<file path="src/logic/nv_access_pkg.sv">
// constants and types shared by the eeprom access controller
package nv_access_pkg;

  // register offsets in the byte-wide i/o space
  localparam logic [5:0] OFS_CONTROL   = 6'h1f;
  localparam logic [5:0] OFS_DATA      = 6'h20;
  localparam logic [5:0] OFS_ADDR_LO   = 6'h21;
  localparam logic [5:0] OFS_ADDR_HI   = 6'h22;

  // control register bit positions
  localparam int BIT_READ_STROBE       = 0;
  localparam int BIT_WRITE_STROBE      = 1;
  localparam int BIT_MASTER_WE         = 2;
  localparam int BIT_READY_IRQ_EN      = 3;
  localparam int BIT_MODE_LO           = 4;
  localparam int BIT_MODE_HI           = 5;

  // address layout
  localparam int ADDR_W                = 10;
  localparam int ADDR_HI_W             = ADDR_W - 8;

  // reset values
  localparam logic [7:0] RST_DATA      = 8'h00;
  localparam logic [1:0] RST_MODE      = 2'h0;
  localparam logic       RST_IRQ_EN    = 1'b0;

  // programming mode encodings
  localparam logic [1:0] MODE_ERASE_WRITE = 2'h0;
  localparam logic [1:0] MODE_ERASE_ONLY  = 2'h1;
  localparam logic [1:0] MODE_WRITE_ONLY  = 2'h2;
  localparam logic [1:0] MODE_RESERVED    = 2'h3;

  // timing counts in clock cycles
  localparam logic [2:0] MWE_WINDOW    = 3'h4;
  localparam logic [2:0] WRITE_STALL   = 3'h2;
  localparam logic [2:0] READ_STALL    = 3'h4;
  localparam int         PROG_PLL_CYCLES = 27200;
  localparam int         PROG_CNT_W    = 16;

  typedef enum logic [1:0] {
    ST_IDLE,
    ST_ERASE,
    ST_WRITE
  } prog_state_e;

endpackage

</file>
<file path="src/logic/eeprom_access_controller.sv">
// register-driven eeprom access controller: strobed reads, timed programming
`timescale 1ns/10ps

// Functional notes
// - Address bits 15:10 and control bits 7:6 read back as zero.
// - The eeprom is addressed linearly by a 10-bit address, 0 to 1023.
// - Data register supplies the write byte; after a read it holds the fetched byte.
// - Mode 00 erase plus write, 01 erase only, 10 write only, 11 reserved.
// - Writes to the mode field are ignored while the write strobe is set.
// - A plain reset clears mode to 00 unless programming is still in progress; por always clears it.
// - Ready interrupt enabled by its enable bit only while global flag set.
// - Enabled ready interrupt is a level held while write strobe is clear.
// - Write strobe set within four cycles of master enable programs the address.
// - Write strobe set with master enable zero is ignored.
// - Hardware clears master write enable four cycles after software sets it.
// - Write strobe stays set while programming and clears when time elapses.
// - Setting the write strobe stalls the cpu for two cycles.
// - Read strobe fetches the byte at once and stalls the cpu four cycles.
// - While programming, read strobes are refused and address writes blocked.
// - Programming is timed as 27200 clock cycles per write step.
// - Brown-out during programming leaves the operation result invalid.
module eeprom_access_controller
  import nv_access_pkg::*;
#(
  parameter int ERASE_CYCLES = PROG_PLL_CYCLES,
  parameter int WRITE_CYCLES = PROG_PLL_CYCLES
) (
  // clock and resets
  input  wire logic             clk,
  input  wire logic             reset,
  input  wire logic             por,
  input  wire logic             brownout_detector,
  // cpu i/o space
  input  wire logic [5:0]       io_addr,
  input  wire logic             io_we,
  input  wire logic [7:0]       io_wdata,
  output logic      [7:0]       io_rdata,
  input  wire logic             global_irq_flag,
  output logic                  cpu_stall,
  output logic                  ready_irq,
  // eeprom array
  output logic      [ADDR_W-1:0] arr_addr,
  output logic      [7:0]       arr_wdata,
  output logic                  arr_read,
  output logic                  arr_erase,
  output logic                  arr_write,
  input  wire logic [7:0]       arr_rdata,
  output logic                  result_invalid
);

  localparam logic [PROG_CNT_W-1:0] ERASE_LOAD = PROG_CNT_W'(ERASE_CYCLES - 1);
  localparam logic [PROG_CNT_W-1:0] WRITE_LOAD = PROG_CNT_W'(WRITE_CYCLES - 1);

  logic [ADDR_W-1:0]     addr_q;
  logic [7:0]            data_q;
  logic [1:0]            mode_q;
  logic                  irq_en_q;
  logic                  mwe_q;
  logic [2:0]            mwe_cnt_q;
  logic                  rd_pend_q;
  logic [2:0]            stall_q;
  prog_state_e           state_q;
  logic [PROG_CNT_W-1:0] prog_cnt_q;
  logic [ADDR_W-1:0]     op_addr_q;
  logic [7:0]            op_data_q;
  logic                  invalid_q;
  logic                  bod_meta_q;
  logic                  bod_q;

  logic busy;
  logic ctrl_wr;
  logic strobe_req;
  logic start_wr;
  logic read_req;

  assign busy       = (state_q != ST_IDLE);
  assign ctrl_wr    = io_we && (io_addr == OFS_CONTROL);
  assign strobe_req = ctrl_wr && io_wdata[BIT_WRITE_STROBE];
  assign start_wr   = strobe_req && mwe_q && !busy;
  assign read_req   = ctrl_wr && io_wdata[BIT_READ_STROBE] && !busy;

  // brown-out comes from analog logic, so it is synchronised first
  always_ff @(posedge clk) begin
    bod_meta_q <= brownout_detector;
    bod_q      <= bod_meta_q;
  end

  // address register: only the low ten bits exist
  always_ff @(posedge clk) begin
    if (io_we && !busy && (io_addr == OFS_ADDR_LO)) begin
      addr_q[7:0] <= io_wdata;
    end
    if (io_we && !busy && (io_addr == OFS_ADDR_HI)) begin
      addr_q[ADDR_W-1:8] <= io_wdata[ADDR_HI_W-1:0];
    end
  end

  // data register: cpu writes, array read result lands here
  always_ff @(posedge clk) begin
    if (reset || por) begin
      data_q <= RST_DATA;
    end else if (rd_pend_q) begin
      data_q <= arr_rdata;
    end else if (io_we && (io_addr == OFS_DATA)) begin
      data_q <= io_wdata;
    end
  end

  // ready interrupt enable
  always_ff @(posedge clk) begin
    if (reset || por) begin
      irq_en_q <= RST_IRQ_EN;
    end else if (ctrl_wr) begin
      irq_en_q <= io_wdata[BIT_READY_IRQ_EN];
    end
  end

  // mode field survives a plain reset while the array is busy
  always_ff @(posedge clk) begin
    if (por || (reset && !busy)) begin
      mode_q <= RST_MODE;
    end else if (ctrl_wr && !busy && !reset) begin
      mode_q <= io_wdata[BIT_MODE_HI:BIT_MODE_LO];
    end
  end

  // master write enable opens a four-cycle window
  always_ff @(posedge clk) begin
    if (reset || por) begin
      mwe_q     <= 1'b0;
      mwe_cnt_q <= 3'h0;
    end else if (ctrl_wr && io_wdata[BIT_MASTER_WE] && !io_wdata[BIT_WRITE_STROBE]) begin
      mwe_q     <= 1'b1;
      mwe_cnt_q <= MWE_WINDOW - 3'h1;
    end else if (start_wr) begin
      mwe_q     <= 1'b0;
      mwe_cnt_q <= 3'h0;
    end else if (mwe_q) begin
      mwe_cnt_q <= mwe_cnt_q - 3'h1;
      if (mwe_cnt_q == 3'h0) begin
        mwe_q <= 1'b0;
      end
    end
  end

  // read strobe lasts one cycle; the array answers in that cycle
  always_ff @(posedge clk) begin
    if (reset || por) begin
      rd_pend_q <= 1'b0;
    end else begin
      rd_pend_q <= read_req;
    end
  end

  // cpu halt after a strobe; a read stalls longer than a write
  always_ff @(posedge clk) begin
    if (reset || por) begin
      stall_q <= 3'h0;
    end else if (read_req) begin
      stall_q <= READ_STALL;
    end else if (start_wr) begin
      stall_q <= WRITE_STALL;
    end else if (stall_q != 3'h0) begin
      stall_q <= stall_q - 3'h1;
    end
  end

  // programming sequencer; a plain reset lets a running operation finish
  always_ff @(posedge clk) begin
    if (por) begin
      state_q    <= ST_IDLE;
      prog_cnt_q <= '0;
      op_addr_q  <= '0;
      op_data_q  <= RST_DATA;
    end else if (bod_q) begin
      state_q    <= ST_IDLE;
      prog_cnt_q <= '0;
    end else begin
      case (state_q)
        ST_IDLE: begin
          if (start_wr && !reset) begin
            op_addr_q <= addr_q;
            op_data_q <= data_q;
            case (mode_q)
              MODE_ERASE_WRITE: begin
                state_q    <= ST_ERASE;
                prog_cnt_q <= ERASE_LOAD;
              end
              MODE_ERASE_ONLY: begin
                state_q    <= ST_ERASE;
                prog_cnt_q <= ERASE_LOAD;
              end
              MODE_WRITE_ONLY: begin
                state_q    <= ST_WRITE;
                prog_cnt_q <= WRITE_LOAD;
              end
              default: begin
                state_q <= ST_IDLE;
              end
            endcase
          end
        end
        ST_ERASE: begin
          if (prog_cnt_q != '0) begin
            prog_cnt_q <= prog_cnt_q - PROG_CNT_W'(1);
          end else if (mode_q == MODE_ERASE_WRITE) begin
            state_q    <= ST_WRITE;
            prog_cnt_q <= WRITE_LOAD;
          end else begin
            state_q <= ST_IDLE;
          end
        end
        ST_WRITE: begin
          if (prog_cnt_q != '0) begin
            prog_cnt_q <= prog_cnt_q - PROG_CNT_W'(1);
          end else begin
            state_q <= ST_IDLE;
          end
        end
        default: begin
          state_q <= ST_IDLE;
        end
      endcase
    end
  end

  // a brown-out abort is remembered until the next operation starts
  always_ff @(posedge clk) begin
    if (por) begin
      invalid_q <= 1'b0;
    end else if (bod_q && busy) begin
      invalid_q <= 1'b1;
    end else if (start_wr && !reset && (mode_q != MODE_RESERVED)) begin
      invalid_q <= 1'b0;
    end
  end

  // register read mux; unused and reserved bits read as zero
  always_comb begin
    io_rdata = 8'h00;
    case (io_addr)
      OFS_CONTROL: begin
        io_rdata[BIT_MODE_HI:BIT_MODE_LO] = mode_q;
        io_rdata[BIT_READY_IRQ_EN]        = irq_en_q;
        io_rdata[BIT_MASTER_WE]           = mwe_q;
        io_rdata[BIT_WRITE_STROBE]        = busy;
        io_rdata[BIT_READ_STROBE]         = rd_pend_q;
      end
      OFS_DATA:    io_rdata = data_q;
      OFS_ADDR_LO: io_rdata = addr_q[7:0];
      OFS_ADDR_HI: io_rdata = {6'h00, addr_q[ADDR_W-1:8]};
      default:     io_rdata = 8'h00;
    endcase
  end

  // array side: reads use the live address, programming the latched one
  assign arr_addr       = busy ? op_addr_q : addr_q;
  assign arr_wdata      = op_data_q;
  assign arr_read       = rd_pend_q;
  assign arr_erase      = (state_q == ST_ERASE);
  assign arr_write      = (state_q == ST_WRITE);
  assign result_invalid = invalid_q;
  assign cpu_stall      = (stall_q != 3'h0);
  assign ready_irq      = irq_en_q && global_irq_flag && !busy;

endmodule // eeprom_access_controller

</file>
<file path="config.mk">
export PLATFORM = sky130hd
export DESIGN_NAME = eeprom_access_controller
export DESIGN_NICKNAME = d
export VERILOG_FILES = /design/src/logic/nv_access_pkg.sv /design/src/logic/eeprom_access_controller.sv
export SDC_FILE = /design/constraint.sdc
export NUM_CORES = 1
export LEC_CHECK = 0
export BUFFER_PORTS_ARGS = -buffer_cell sky130_fd_sc_hd__buf_2
export CORE_MARGIN = 2
export CORE_UTILIZATION = 29
export DETAILED_ROUTE_END_ITERATION = 8
export PLACE_DENSITY = 0.48
export SLEW_MARGIN = 20
export SYNTH_ARGS = -nofsm -noshare
export SYNTH_HDL_FRONTEND = slang
export SYNTH_SLANG_ARGS = --single-unit
</file>
<file path="constraint.sdc">
create_clock -name clk -period 4.45 [get_ports clk]
set_input_delay 0.89 -clock clk [delete_from_list [all_inputs] [get_ports clk]]
set_output_delay 0.89 -clock clk [all_outputs]
set_load 0.02 [all_outputs]
</file>
==> metrics.txt <==
fin. max-slew vios 0; worst IR drop on VDD 0.244 mV; Area Overhead vs Synth 22.0%; Row Count 39; Synth Area in XOR/XNOR 0.00258; worst skew pair latency 340 ps; Synth Flop Type dfxtp_1; CP endpoint kind output pin; Post-Syn Area 0.00339 mm2; Final Total Pwr 1.49 mW; Fmax achieved 0.298 GHz; Setup CP Type primary input to output pin; gr usage total 0.157; initial antenna violation count 0; Post-Route Hold Slack 326 ps; count leader, synth nand2_1; Netlist cell types 49; Die H 112 um; cts bufs inserted 9; largest net degree at the start of global routing 26; Final period util 0.754; post-synthesis compound-gate area fraction 0.164; layout cells sized above 1 0.207; proportion of synthesized area in mux cells 0.0993; worst r2r dst arr_wdata[5]; RSZ-0062 raised after global routing no; fin nets 484; worst hold start bod_meta_q; Synth warnings 0; Post-synth ARST share 0; root buffer cell clkbuf_16; DRT Wirelength 9.52 mm; vias per cell 5.10; H-Tree Depth 3; Clock Path Buffers 2; hold path endpoint bod_q; cell count of the worst hold path 0; top cell type's share of synthesized area 0.343; HPWL after detailed placement 6.67 mm; initial core utilization 0.297; gpl congestion 0.775; outcome finished clean; Post-synth top cells 66 x nand2_1, 58 x dfxtp_1, 37 x a21oi_1; Max-Slew Margin vs Limit 0.300; CTS hold repair buffers 0; Hold Path Class flip-flop to flip-flop; post-synthesis sequential element count 68; Reg2Reg Setup Slack 1730 ps; dominant cell type by area after synthesis dfxtp_1; clk slew on worst S/H paths 50 ps; cts repair resizes 0; gate count of the mapped netlist 398; Simple-Gate Fraction of Synth Area 0.238; postcts setup bufs 0; Max-Cap Viols 0; CP required 3560 ps; post-synthesis sequential area ratio 0.431; PortBufs 59; Worst Setup Start Kind primary input; post-layout util 0.362; total number of vias 3047; clk_skew 5.75 ps; wire length per cell 16.0 um; core area 0.0114 mm2; pwr/cell area 361 mW/mm2; Final ANT Viol Nets 0; Top Ports 60; crit path max fanout 12; overflow left after global routing 0; dominant cells by area after synthesis dfxtp_1 34%, edfxtp_1 8.9%, nand2_1 7.3%; post-route insts no fill 597; LEAKAGE 1.59 nW; largest family of logic cells by synthesized area simple AND/OR/NAND/NOR gates; number of global-route vias before repair 2911; die area 0.0126 mm2; Synth Area in Adders 0.0258; Total Negative Setup Slacks 0 ps; Pre-Repair DR Iteration Count 4; first-pass GRT wire length 15.4 mm; Final Hold Viols 0; residual DRC count 0; Avg Inst Size Synth 8.52 um2; die extent in x 112 um; post-route minimum period 3360 ps; Clock Sinks 68; worst r2r src state_q[0]; R2R cell count 8; Synthesized Nets 433; Slew @ Worst Pin 1050 ps; CTS tree done; DR iter-0 viols 149; fill count 1232; number of flops mapped to enable cells by yosys 10; # setup viols final 0; placed cells 581; ant diodes 0; Critical Path AT 2470 ps
per-layer routing:
| metal | global-route usage | up-vias | routed length [um] |
|---|---|---|---|
| met1 | 0.214 | 1436 | 4710 |
| li1 | - | 1527 | - |
| met3 | 0.0410 | 12 | 468 |
| met5 | 0 | - | 0 |
| met2 | 0.237 | 72 | 4190 |
| met4 | 0.0675 | 0 | 158 |
where the power goes:
group | leakage [nW] | switching (mW) | internal, mW
registers | 0.558 | 0.00143 | 0.625
clock network | 0.163 | 0.278 | 0.545
logic | 0.867 | 0.0280 | 0.0161
cells by family after synthesis:
logic type,Yosys count
simple gates,162
xor+xnor,1
flops,68
buf+inv,33
mux,32
fa+ha+maj,7
compound gates,95
cell type report:
cell class                      count  area [um2]  share of cell area
Timing Repair Buffer               61         310              0.0751
Tap cell                          143         179              0.0433
Inverter                           12        45.0              0.0109
Sequential cell                    68        1460               0.354
Clock buffer                        9         225              0.0545
Multi-Input combinational cell    297        1800               0.435
Clock inverter                      7         115              0.0278
placed cells by master (no fill, tap or decap), types with 7 or more instances in the layout:
master	instances
o21ai_0	27
clkbuf_16	9
dfxtp_1	58
a21oi_1	37
buf_2	59
nand2b_1	7
ha_1	7
nor2_1	32
edfxtp_1	10
nor3_1	9
nand2_1	66
inv_1	12
mux2_2	11
mux2i_1	19
sequential cells by signal (all words and copies together) (netlist names), 2 cells and up:
register and cells:
prog_cnt_q 16, addr_q 10, op_addr_q 10, arr_wdata 8
data_q 8, mwe_cnt_q 3, stall_q 3, mode_q 2
state_q 2
how the worst max path moves through the flow:
stage	startpoint	to	slack [ps]	depth (start not counted)
floorplan	io_addr[3]	io_rdata[0]	1460	4
global placement	io_addr[0]	io_rdata[1]	1100	6
detailed placement	io_addr[0]	op_addr_q[0]	1090	7
CTS	io_addr[0]	io_rdata[1]	1080	6
global route	io_addr[0]	io_rdata[1]	950	6
finish	io_addr[0]	io_rdata[1]	1090	6
per-stage QoR:
| step | setup WS [ps] | cell area (um2) |
|---|---|---|
| 6_report | 1090 | 4130 |
| 5_1_grt | 953 | 4130 |
| 4_1_cts | 1080 | 4130 |
| 3_5_place_dp | 1090 | 3790 |
| 3_3_place_gp | 1100 | 3790 |
| 2_1_floorplan | 1460 | 3390 |
worst max-delay path, stage by stage:
cell     delay, ps
buf_2          300
nand4_1        160
nor2_1         510
inv_1          150
o21ai_0        250
buf_2          210
Power figures use the tool's default switching activity.
